File: src/acgcd_pkg.sv
// Constants, register map and shared decoding for the converter configuration block.
// Assumes a 32-bit AHB-Lite register bus with word-aligned registers (byte address = 4 x index).
package acgcd_pkg;

  // ************************************************************
  // Register indices (byte address is four times the index)
  // ************************************************************
  localparam logic [5:0] ACGCD_IDX_GAIN = 6'h04;
  localparam logic [5:0] ACGCD_IDX_SPARE = 6'h05;
  localparam logic [5:0] ACGCD_IDX_CFG = 6'h06;
  localparam logic [5:0] ACGCD_IDX_TH_UP = 6'h07;
  localparam logic [5:0] ACGCD_IDX_TH_LO = 6'h08;
  localparam logic [5:0] ACGCD_IDX_STATUS = 6'h10;
  localparam logic [5:0] ACGCD_IDX_NONE = 6'h3f;

  // ************************************************************
  // Reset values and writable masks
  // ************************************************************
  localparam logic [15:0] ACGCD_GAIN_RST = 16'h0000;
  localparam logic [15:0] ACGCD_SPARE_RST = 16'h0000;
  localparam logic [15:0] ACGCD_CFG_RST = 16'h0600;
  localparam logic [15:0] ACGCD_TH_UP_RST = 16'h0000;
  localparam logic [7:0] ACGCD_TH_LO_RST = 8'h00;
  localparam logic [15:0] ACGCD_GAIN_MASK = 16'h0777;
  localparam logic [15:0] ACGCD_CFG_MASK = 16'h1fff;

  // ************************************************************
  // Field positions
  // ************************************************************
  localparam int ACGCD_GAIN0_LSB = 0;
  localparam int ACGCD_CHANNEL_GAIN_SELECT_LSB = 4;
  localparam int ACGCD_GAIN2_LSB = 8;
  localparam int ACGCD_CFG_DLY_LSB = 9;
  localparam int ACGCD_CFG_CHOP_BIT = 8;
  localparam int ACGCD_CFG_ALLCH_BIT = 7;
  localparam int ACGCD_CFG_NUM_LSB = 4;
  localparam int ACGCD_CFG_LEN_LSB = 1;
  localparam int ACGCD_CFG_EN_BIT = 0;
  localparam int ACGCD_TH_LO_LSB = 8;
  localparam int ACGCD_STAT_DET_BIT = 0;
  localparam int ACGCD_STAT_SETTLE_BIT = 1;

  // Window length in conversion periods for each length code.
  function automatic logic [11:0] acgcd_window_len(input logic [2:0] code);
    logic [11:0] len;
    len = 12'd128;
    unique case (code)
      3'h0: len = 12'd128;
      3'h1: len = 12'd256;
      3'h2: len = 12'd512;
      3'h3: len = 12'd768;
      3'h4: len = 12'd1280;
      3'h5: len = 12'd1792;
      3'h6: len = 12'd2560;
      3'h7: len = 12'd3584;
    endcase
    return len;
  endfunction

endpackage

File: src/acgcd_detect.sv
// Current-detect engine: counts threshold exceedances inside a window of conversions.
// Assumes result strobes and data come from logic on the same clock, one pulse per conversion.
`timescale 1ns/10ps
module acgcd_detect
  import acgcd_pkg::*;
#(
  parameter int ACGCD_RES_W = 24,
  parameter int ACGCD_NCH = 3
) (
  input wire logic sys_clk_in,
  input wire logic reset_in,
  input wire logic enable_in,
  input wire logic all_channels_in,
  input wire logic [2:0] trip_code_in,
  input wire logic [2:0] window_code_in,
  input wire logic [ACGCD_NCH-1:0] ch_enable_in,
  input wire logic [ACGCD_RES_W-1:0] threshold_in,
  input wire logic conv_valid_in,
  input wire logic [ACGCD_NCH*ACGCD_RES_W-1:0] results_in,
  output logic detect_pulse_out
);

  // ************************************************************
  // State
  // ************************************************************
  typedef struct packed {
    logic [11:0] win;
    logic [7:0] hits;
    logic pulse;
  } acgcd_det_t;

  acgcd_det_t s_q;
  acgcd_det_t s_d;
  logic [ACGCD_NCH-1:0] exceed;

  // Magnitude of a two's complement result; the most negative code maps to 2^(W-1).
  function automatic logic [ACGCD_RES_W-1:0] acgcd_mag(input logic [ACGCD_RES_W-1:0] v);
    return v[ACGCD_RES_W-1] ? ACGCD_RES_W'(~v + 1'b1) : v;
  endfunction

  // Only enabled channels may exceed, so a disabled channel never trips.
  genvar i;
  generate
    for (i = 0; i < ACGCD_NCH; i++) begin : g_ch
      assign exceed[i] = ch_enable_in[i] &&
        (acgcd_mag(results_in[i*ACGCD_RES_W +: ACGCD_RES_W]) > threshold_in);
    end
  endgenerate

  // ************************************************************
  // Window and exceedance counting
  // ************************************************************
  always_comb begin
    logic trip;
    logic [8:0] hits_next;
    trip = 1'b0;
    hits_next = 9'h000;
    s_d = s_q;
    s_d.pulse = 1'b0;
    // All mode needs every enabled channel over; none enabled never trips.
    trip = all_channels_in ? ((exceed == ch_enable_in) && (|ch_enable_in)) : (|exceed);
    hits_next = {1'b0, s_q.hits} + {8'h00, trip};
    if (!enable_in) begin
      s_d.win = 12'h000;
      s_d.hits = 8'h00;
    end else if (conv_valid_in) begin
      if (trip && (hits_next >= (9'h001 << trip_code_in))) begin
        s_d.pulse = 1'b1;
        s_d.win = 12'h000;
        s_d.hits = 8'h00;
      end else if ((s_q.win + 12'h001) >= acgcd_window_len(window_code_in)) begin
        s_d.win = 12'h000;
        s_d.hits = 8'h00;
      end else begin
        s_d.win = s_q.win + 12'h001;
        s_d.hits = hits_next[7:0];
      end
    end
  end

  always_ff @(posedge sys_clk_in) begin
    if (reset_in) begin
      s_q <= '0;
    end else begin
      s_q <= s_d;
    end
  end

  assign detect_pulse_out = s_q.pulse;

endmodule

File: src/acgcd_top.sv
// Configuration register bank of a three-channel converter: gains, spare word, chop and detect.
// Assumes a single AHB-Lite master, hreadyout fed back as hready, and core strobes on sys_clk_in.
//
// Register access over AHB-Lite was chosen for this implementation.
`timescale 1ns/10ps
module acgcd_top
  import acgcd_pkg::*;
#(
  parameter int ACGCD_RES_W = 24
) (
  input wire logic sys_clk_in,
  input wire logic reset_in,
  input wire logic hsel_in,
  input wire logic [31:0] haddr_in,
  input wire logic [1:0] htrans_in,
  input wire logic hwrite_in,
  input wire logic [2:0] hsize_in,
  input wire logic hready_in,
  input wire logic [31:0] hwdata_in,
  output logic [31:0] hrdata_out,
  output logic hreadyout_out,
  output logic hresp_out,
  input wire logic mod_clk_en_in,
  input wire logic chop_switch_in,
  input wire logic conv_done_in,
  input wire logic [2:0] ch_enable_in,
  input wire logic [ACGCD_RES_W-1:0] ch0_result_in,
  input wire logic [ACGCD_RES_W-1:0] ch1_result_in,
  input wire logic [ACGCD_RES_W-1:0] ch2_result_in,
  output logic [2:0] ch0_gain_code_out,
  output logic [2:0] ch1_gain_code_out,
  output logic [2:0] ch2_gain_code_out,
  output logic chop_enable_out,
  output logic chop_settling_out,
  output logic detect_mode_enable_out,
  output logic detect_flag_out
);

  // ************************************************************
  // State
  // ************************************************************
  // Every register of the bank, the bus slave's phase state and the chop counter live in
  // one struct, so a single reset branch covers all of it.
  typedef struct packed {
    logic [15:0] gain;
    logic [15:0] spare;
    logic [15:0] cfg;
    logic [15:0] th_up;
    logic [7:0] th_lo;
    logic det_flag;
    logic settling;
    logic [16:0] chop_cnt;
    logic wr_pend;
    logic rd_pend;
    logic [5:0] idx;
    logic [31:0] rdata;
    logic ready;
    logic resp;
  } acgcd_regs_t;

  acgcd_regs_t s_q;
  acgcd_regs_t s_d;
  logic det_pulse;
  logic [3:0] dly_code;
  logic [ACGCD_RES_W-1:0] threshold;
  logic taken;
  logic judged;

  // Read word for a register index; unmapped indices read as zero.
  // The lower threshold byte sits in bits 15:8, and the settling bit of status is read only.
  function automatic logic [31:0] acgcd_read(input acgcd_regs_t s, input logic [5:0] idx);
    logic [31:0] v;
    v = 32'h0000_0000;
    unique case (idx)
      ACGCD_IDX_GAIN: v = {16'h0000, s.gain};
      ACGCD_IDX_SPARE: v = {16'h0000, s.spare};
      ACGCD_IDX_CFG: v = {16'h0000, s.cfg};
      ACGCD_IDX_TH_UP: v = {16'h0000, s.th_up};
      ACGCD_IDX_TH_LO: v = {16'h0000, s.th_lo, 8'h00};
      ACGCD_IDX_STATUS: v = 32'({s.settling, s.det_flag});
      default: v = 32'h0000_0000;
    endcase
    return v;
  endfunction

  assign dly_code = s_q.cfg[ACGCD_CFG_DLY_LSB +: 4];
  // The full threshold is the upper word followed by the lower byte.
  assign threshold = ACGCD_RES_W'({s_q.th_up, s_q.th_lo});

  // Address phase decode; BUSY has bit 1 of htrans clear, so it is never taken.
  assign taken = hsel_in && htrans_in[1] && hready_in;

  // Conversions that arrive while chop is still settling are not judged.
  assign judged = conv_done_in && !s_q.settling;

  // ************************************************************
  // Bus slave, chop settling and detect flag
  // ************************************************************
  // Seen from the master, a write has an address phase and then a data phase with no wait
  // state; the store lands at the end of the data phase. A read has an address phase, one
  // wait state and then the data phase with hrdata standing. The wait state costs a cycle
  // per read but builds the read word from registered state only, so a write in the data
  // phase just before is always seen.
  // Limitation: hsize is not looked at, so a narrow write stores bits 15:0 like a word.
  // The response is always OKAY, also for unmapped addresses, which read as zero.
  always_comb begin
    logic clr_det;
    clr_det = 1'b0;
    s_d = s_q;
    s_d.resp = 1'b0;

    // Read data phase: one wait state so a write just before is already stored.
    // hrdata then stands until the next read loads it.
    if (s_q.rd_pend) begin
      s_d.rdata = acgcd_read(s_q, s_q.idx);
      s_d.ready = 1'b1;
      s_d.rd_pend = 1'b0;
    end

    // Write data phase: hwdata stands now, so the store happens here.
    // Unmapped indices are ignored, and a status write only acts on the flag clear bit.
    if (s_q.wr_pend && hready_in) begin
      s_d.wr_pend = 1'b0;
      unique case (s_q.idx)
        // Reserved gain bits are not stored, so they read back as zero.
        ACGCD_IDX_GAIN: s_d.gain = hwdata_in[15:0] & ACGCD_GAIN_MASK;
        ACGCD_IDX_SPARE: s_d.spare = hwdata_in[15:0];
        ACGCD_IDX_CFG: s_d.cfg = hwdata_in[15:0] & ACGCD_CFG_MASK;
        ACGCD_IDX_TH_UP: s_d.th_up = hwdata_in[15:0];
        ACGCD_IDX_TH_LO: s_d.th_lo = hwdata_in[ACGCD_TH_LO_LSB +: 8];
        ACGCD_IDX_STATUS: clr_det = hwdata_in[ACGCD_STAT_DET_BIT];
        default: clr_det = 1'b0;
      endcase
    end

    // Address phase: only taken while the bus is ready; a new address phase may follow a
    // data phase at once, so transfers run back to back.
    if (hready_in) begin
      s_d.wr_pend = taken && hwrite_in;
      s_d.rd_pend = taken && !hwrite_in;
      // Addresses above the map fold onto no register rather than aliasing.
      s_d.idx = (haddr_in[31:8] == 24'h000000) ? haddr_in[7:2] : ACGCD_IDX_NONE;
      if (taken && !hwrite_in) begin
        s_d.ready = 1'b0;
      end
    end

    // Chop settling counts modulator periods; a new switch restarts the count.
    // The counter is loaded with the full period count, 2 up to 65536, which is why it is
    // 17 bits wide; settling ends on the enable pulse that takes it from one to zero.
    // A switch wins over an enable pulse in the same cycle, so that period is not counted.
    if (!s_q.cfg[ACGCD_CFG_CHOP_BIT]) begin
      s_d.settling = 1'b0;
      s_d.chop_cnt = 17'h00000;
    end else if (chop_switch_in) begin
      s_d.settling = 1'b1;
      s_d.chop_cnt = 17'h00001 << (5'(dly_code) + 5'd1);
    end else if (s_q.settling && mod_clk_en_in) begin
      s_d.chop_cnt = s_q.chop_cnt - 17'h00001;
      if (s_q.chop_cnt == 17'h00001) begin
        s_d.settling = 1'b0;
      end
    end

    // A detection in the clearing cycle survives: the set wins over the clear.
    s_d.det_flag = (s_q.det_flag && !clr_det) || det_pulse;
  end

  // ************************************************************
  // Registers
  // ************************************************************
  // Reset is synchronous. hreadyout comes out of reset high, so the master may start its
  // first address phase in the cycle right after release.
  always_ff @(posedge sys_clk_in) begin
    if (reset_in) begin
      s_q <= '0;
      s_q.gain <= ACGCD_GAIN_RST;
      s_q.spare <= ACGCD_SPARE_RST;
      s_q.cfg <= ACGCD_CFG_RST;
      s_q.th_up <= ACGCD_TH_UP_RST;
      s_q.th_lo <= ACGCD_TH_LO_RST;
      s_q.idx <= ACGCD_IDX_NONE;
      s_q.ready <= 1'b1;
    end else begin
      s_q <= s_d;
    end
  end

  // ************************************************************
  // Current detect
  // ************************************************************
  // The engine sees the full threshold and only the conversions that are judged; its pulse
  // is registered there and turned into the sticky flag here, one cycle later.
  acgcd_detect #(
    .ACGCD_RES_W(ACGCD_RES_W),
    .ACGCD_NCH(3)
  ) u_detect (
    .sys_clk_in(sys_clk_in),
    .reset_in(reset_in),
    .enable_in(s_q.cfg[ACGCD_CFG_EN_BIT]),
    .all_channels_in(s_q.cfg[ACGCD_CFG_ALLCH_BIT]),
    .trip_code_in(s_q.cfg[ACGCD_CFG_NUM_LSB +: 3]),
    .window_code_in(s_q.cfg[ACGCD_CFG_LEN_LSB +: 3]),
    .ch_enable_in(ch_enable_in),
    .threshold_in(threshold),
    .conv_valid_in(judged),
    .results_in({ch2_result_in, ch1_result_in, ch0_result_in}),
    .detect_pulse_out(det_pulse)
  );

  // ************************************************************
  // Outputs, all taken from registers
  // ************************************************************
  // Plain wires from the state struct, so no output has logic between flop and pin.
  assign hrdata_out = s_q.rdata;
  assign hreadyout_out = s_q.ready;
  assign hresp_out = s_q.resp;
  assign ch0_gain_code_out = s_q.gain[ACGCD_GAIN0_LSB +: 3];
  assign ch1_gain_code_out = s_q.gain[ACGCD_CHANNEL_GAIN_SELECT_LSB +: 3];
  assign ch2_gain_code_out = s_q.gain[ACGCD_GAIN2_LSB +: 3];
  assign chop_enable_out = s_q.cfg[ACGCD_CFG_CHOP_BIT];
  assign chop_settling_out = s_q.settling;
  assign detect_mode_enable_out = s_q.cfg[ACGCD_CFG_EN_BIT];
  assign detect_flag_out = s_q.det_flag;

endmodule

File: config.mk
export PLATFORM = sky130hd
export DESIGN_NAME = acgcd_top
export DESIGN_NICKNAME = d
export VERILOG_FILES = /design/src/acgcd_pkg.sv /design/src/acgcd_detect.sv /design/src/acgcd_top.sv
export SDC_FILE = /design/constraint.sdc
export NUM_CORES = 1
export LEC_CHECK = 0
export BUFFER_PORTS_ARGS = -buffer_cell sky130_fd_sc_hd__buf_2
export CAP_MARGIN = 20
export CORE_MARGIN = 8
export CORE_UTILIZATION = 50
export DETAILED_ROUTE_END_ITERATION = 10
export HOLD_SLACK_MARGIN = 0.06
export PLACE_DENSITY = 0.74
export SETUP_SLACK_MARGIN = 0.2
export SYNTH_ARGS = -nofsm -noshare
export SYNTH_HDL_FRONTEND = slang
export SYNTH_HIERARCHICAL = 1
export SYNTH_SLANG_ARGS = --single-unit
File: constraint.sdc
create_clock -name sys_clk_in -period 6.75 [get_ports sys_clk_in]
set_clock_uncertainty 0.15 [all_clocks]
set_input_delay 0.3375 -clock sys_clk_in [delete_from_list [all_inputs] [get_ports sys_clk_in]]
set_output_delay 0.3375 -clock sys_clk_in [all_outputs]
set_load 0.01 [all_outputs]
==> metrics.cfg, run 1 <==
[grt]
grt_use_total_pct=22.9
gr-total-overflow=0
grt_pass1_vias=9137
grt_pass1_wl_um=45000
grt_start_max_net_pins=50
antenna_found_initial=7

[drt]
drt-initial-drc-count=733
drc=0
vias_per_cell=5.73
first_pass_iters=5
avgRoutedWirePerCell_um=17.4
routed_wl_um=28500
vias=9395
final_antenna_net_count=0

[finish]
fin_nets=1605
multi_input_area_um2=6540
instances_no_fill=1641
layout_common_cells=nand2_1, buf_2, dfxtp_1
regArea_um2=2540
final_common_cell=nand2_1
n_fill_cell=1752
layout-drive-gt1-share_pct=18.5
area_delta_synth_final_pct=16.7
design_area_um2=11300

[worst_setup_path]
cp_slowest_stage_delay_ns=0.56
cp-end-kind=register
cp_slowest_cell=or4_4
cp.required_ns=6.95
critPathKind=in -> reg
worstPathArrival_ns=6.47
worstSetupStartpointType=primary input
worstPathMaxFanout=7

[die]
boundaryPins=199
die_h_um=155
initial_core_util_pct=50.3
die_area_um2=24100
std_cell_rows=51
coreArea_um2=19300
die_w_um=155

[logic_synthesis]
syn_area_um2=9690
syn_inst=1216
ys_types=77
avgSynthCellArea_um2=7.97
synth_seq_cells=127
synthArstFlopShare_pct=0
synth_edf_count=0
yosysWarnings=6
seq_area_frac_synth_pct=26.2
synth_ff_type=dfxtp_1

[timing]
slew_headroom_pct=26.2
fmax_mhz=159
fin_crit_ns=6.27
rsz0062_at_grt=no
setup_viol=0
tns_ns=0
post-route-period-util_pct=93.0
hold-worst-slack_ns=0.0671
max_slew.worst_pin.slew_ns=1.11
finalHoldViolCount=0
slew_viol_final=0

[place]
portBuffers=159
place_inst=1583
place_area_um2=10500
dp_hpwl_um=21700
place_congestion=0.895

[clock_network]
cts_root_buf=clkbuf_16
htreeDepth=4
cts_tree=built
cts.clk_slew.worst_paths_ns=0.06
cts.sinks=127
cts_buffers=17
clock_latency_ns=0.42
cts_buffer_depth=2

[power_and_ir_drop]
cellLeakagePower_uw=0.00458
ir_drop_mv=0.189
power_uw=1970
p_per_area_nw_per_um2=174

[status]
outcome=complete, no violations

[worst_hold_path]
worst_hold_path_type=in -> reg

[run]
cap_viol_max_count=0

-- registers in the layout, summed over array words and instances, names as in the netlist --
signal                     flops
ch0_gain_code_out              3
ch1_gain_code_out              3
ch2_gain_code_out              3
chop_enable_out                1
chop_settling_out              1
detect_flag_out                1
detect_mode_enable_out         1
dly_code                       4
hrdata_out                    16
hreadyout_out                  1
s_q                           72
u_detect/detect_pulse_out      1
u_detect/s_q                  20
-- repair_timing --
item                                    in CTS  in global routing
gates resized for setup                      0                  7
endpoints found under the setup margin       0                 20
setup buffers                                0                  1
hold endpoints to repair                    37                  0
hold buffers                                21                  0
-- synthesized netlist by cell type (14+ instances only) --
cell type	count	area (µm²)
inv_1	48	180
dfxtp_1	127	2540
xnor2_1	72	631
o21ai_0	34	170
a21oi_1	108	541
clkbuf_1	29	109
o21ai_1	23	115
nor2b_1	19	119
nand2b_1	24	150
nor2_1	84	315
nor4_1	14	87.6
nand4_1	23	144
ha_1	94	1180
mux2i_1	23	230
nand2_1	175	657
nor3_1	24	120
buf_4	42	315
o31ai_1	17	128
nand3_1	28	140
-- per-layer routing --
metal  vias up  share of wire (%)  global-route usage (%)
li1       4625                  -                       -
met1      4379                 42                    27.8
met2       334                 48                    38.9
met3        51                7.8                    5.77
met4         6                2.4                    7.81
met5         -               0.11                       0
-- cell families after synthesis --
| family | count (synthesis) | synth area share, % |
|---|---|---|
| buffers and inverters | 135 | 7.20 |
| and+or+nand+nor | 464 | 24.2 |
| DFF | 127 | 26.2 |
| adders and majority gates | 94 | 12.1 |
| xor gates and xnor gates | 81 | 7.32 |
| AOI/OAI and AO/OA | 278 | 17.9 |
| muxes | 36 | 4.93 |
| other | 1 | 0.0387 |
-- worst max-delay path: cells and delay by family --
kind	cells	cell delay, ns
AO/OA/AOI/OAI	11	1.72
XOR/XNOR	2	0.28
adder cells (fa/ha/maj)	4	1.04
buffers and inverters	3	0.48
multiplexers	1	0.15
AND/OR/NAND/NOR	7	2.46
-- where the power goes --
group / internal [µW] / leakage (µW) / total (µW) / switching [µW]
combinational: 136 / 0.00327 / 302 / 166
sequential: 750 / 0.00102 / 751 / 0.773
clock: 530 / 0.000287 / 914 / 384
-- path summary, 6_finish.rpt --
path / start / to / slack (ns) / depth (start not counted)
setup / recovery: ch2_result_in[5] / u_detect/s_q[11] / 0.48 / 28
hold / removal: hwdata_in[1] / s_q[86] / 0.07 / 3
setup reg to reg: s_q[78] / u_detect/s_q[11] / 1.87 / 22
hold reg to reg: hrdata_out[9] / hrdata_out[9] / 0.29 / 2
-- per-stage QoR --
step / worst slack (ns) / utilization (%)
floorplan: 0.671 / -
global placement: 0.156 / 54.3
global route: 0.173 / 58.7
detailed placement: 0.128 / 54.3
finish: 0.475 / 58.7
CTS: 0.506 / 58.4
-- layout make-up --
class / instances / area share (%)
diodes: 4 / 0.0885
multi-input cells: 970 / 57.9
inverters: 48 / 1.59
flip-flops and latches: 127 / 22.5
clock inverters: 14 / 1.27
well taps: 265 / 2.93
clock buffers: 18 / 3.88
repair buffers: 195 / 9.89
Power figures use the tool's default switching activity.
==> inputs of run 2 (changes only) <==
Settings changed: CTS_CLUSTER_DIAMETER set to 150, PLACE_DENSITY 0.74 to unset, PLACE_DENSITY_LB_ADDON set to 0.2, SKIP_LAST_GASP set to 1.
==> metrics.cfg, run 2 (same netlist as run 1, synthesis figures left out) <==
[status]
outcome=complete, no violations

[die]
die_h_um=155
coreArea_um2=19300
die_area_um2=24100
boundaryPins=199
initial_core_util_pct=50.3
std_cell_rows=51
die_w_um=155

[worst_setup_path]
rrSetupSlack_ns=1.87
crit-reg2reg-launch=s_q[80]
critPathKind=in -> reg
cp.required_ns=6.95
r2r_cells=22
critPathMostFrequentCell=a21oi_1
cp-end-kind=register
worstSetupStartpointType=primary input
cp_slowest_cell=or4_4
critPathLaunch=ch2_result_in[5]
worstPathArrival_ns=6.41
worstPathMaxFanout=12
cp_slowest_stage_delay_ns=0.56
cp_num_buf_inv=3
reg2reg_to=u_detect/s_q[15]
critPathTopFamily=simple AND/OR/NAND/NOR gates

[finish]
fin_nets=1606
layout-drive-gt1-share_pct=18.6
area_delta_synth_final_pct=16.9
final_common_cell=nand2_1
layout_common_cells=nand2_1, buf_2, dfxtp_1
largest_reg_flops=72
largest_register=s_q
design_area_um2=11300

[drt]
drc=0
routed-wl-met3_um=1920
vias=9233
first_pass_iters=5
routed_wl_um=28000
highest_layer=met4
vias_per_cell=5.63
final_antenna_net_count=0
wl_met1_um=12500
avgRoutedWirePerCell_um=17.1
route.met2.wl_um=13100
drt-initial-drc-count=678

[clock_network]
cts_buffers=17
post_cts_buffers=0
cts_root_buf=clkbuf_16
htreeDepth=4
clock_latency_ns=0.42
cts_tree=built
cts.clk_slew.worst_paths_ns=0.06
cts.sinks=127
cts_buffer_depth=2

[power_and_ir_drop]
ir_drop_mv=0.166
p_per_area_nw_per_um2=173
cellLeakagePower_uw=0.00459

[place]
portBuffers=159
place_area_um2=10500
place_congestion=0.859
dp_hpwl_um=21300
post-place-ws_ns=0.128

[timing]
fin_ws_ns=0.532
fin_crit_ns=6.22
post-route-period-util_pct=92.1
tns_ns=0
fmax_mhz=161
hold-worst-slack_ns=0.0631
setup_viol=0
rsz0062_at_grt=no
slew_headroom_pct=33.6
slew_viol_final=0
finalHoldViolCount=0
max_slew.worst_pin.slew_ns=0.996

[worst_hold_path]
worst_hold_path_type=in -> reg
hold_start=hwdata_in[11]
whs_path_depth=3
min_to=s_q[80]

[grt]
grt_pass1_vias=8429
antenna_found_initial=0
grt_start_max_net_pins=56
gr-total-overflow=0
grt_pass1_wl_um=43300
grt_use_total_pct=22.1

[run]
cap_viol_max_count=0

[run 2: metrics by stage]
stage,utilization (%),total power [µW],instances
finish,58.8,1960,1639
global route,58.8,2040,1638
CTS,58.5,1970,1637
detailed placement,54.4,1050,1585
global placement,54.4,1050,1585
floorplan,-,954,1232
[run 2: area by class of cell]
| cell class | count | area, µm² |
|---|---|---|
| flip-flops and latches | 127 | 2540 |
| clock inverters | 14 | 146 |
| multi-input cells | 970 | 6540 |
| repair buffers | 196 | 1140 |
| clock buffers | 18 | 439 |
| fillers | 1826 | 7940 |
| inverters | 48 | 180 |
| diodes | 1 | 2.50 |
| well taps | 265 | 332 |
[run 2: timing repair]
action / CTS / global route
endpoints found under the hold margin: 36 / 0
hold buffers: 20 / 0
setup endpoints to repair: 0 / 21
gates resized for setup: 0 / 7
[run 2: where the power goes]
part           switching, µW  leakage [µW]  total, µW  internal [µW]
sequential             0.784       0.00102        751            750
clock                    379      0.000283        910            531
combinational            164       0.00328        303            138
[run 2: worst max path at each step]
stage,end,slack [ns],cells past startpoint
after floorplan,u_detect/s_q[11],0.67,26
after global placement,u_detect/s_q[11],0.24,29
after detailed placement,u_detect/s_q[11],0.13,29
after CTS,u_detect/s_q[11],0.53,29
after global routing,u_detect/s_q[11],0.20,28
final,u_detect/s_q[15],0.53,28
[run 2: layer usage]
metal | track usage, % | vias to the layer above
li1 | - | 4597
met1 | 29.7 | 4308
met2 | 35.9 | 301
met3 | 4.47 | 27
met4 | 4.85 | 0
met5 | 0 | -
[run 2: worst min-delay path, stage by stage]
cell and delay, ns:
buf_2 0.13, nand2_1 0.06, a21oi_1 0.05
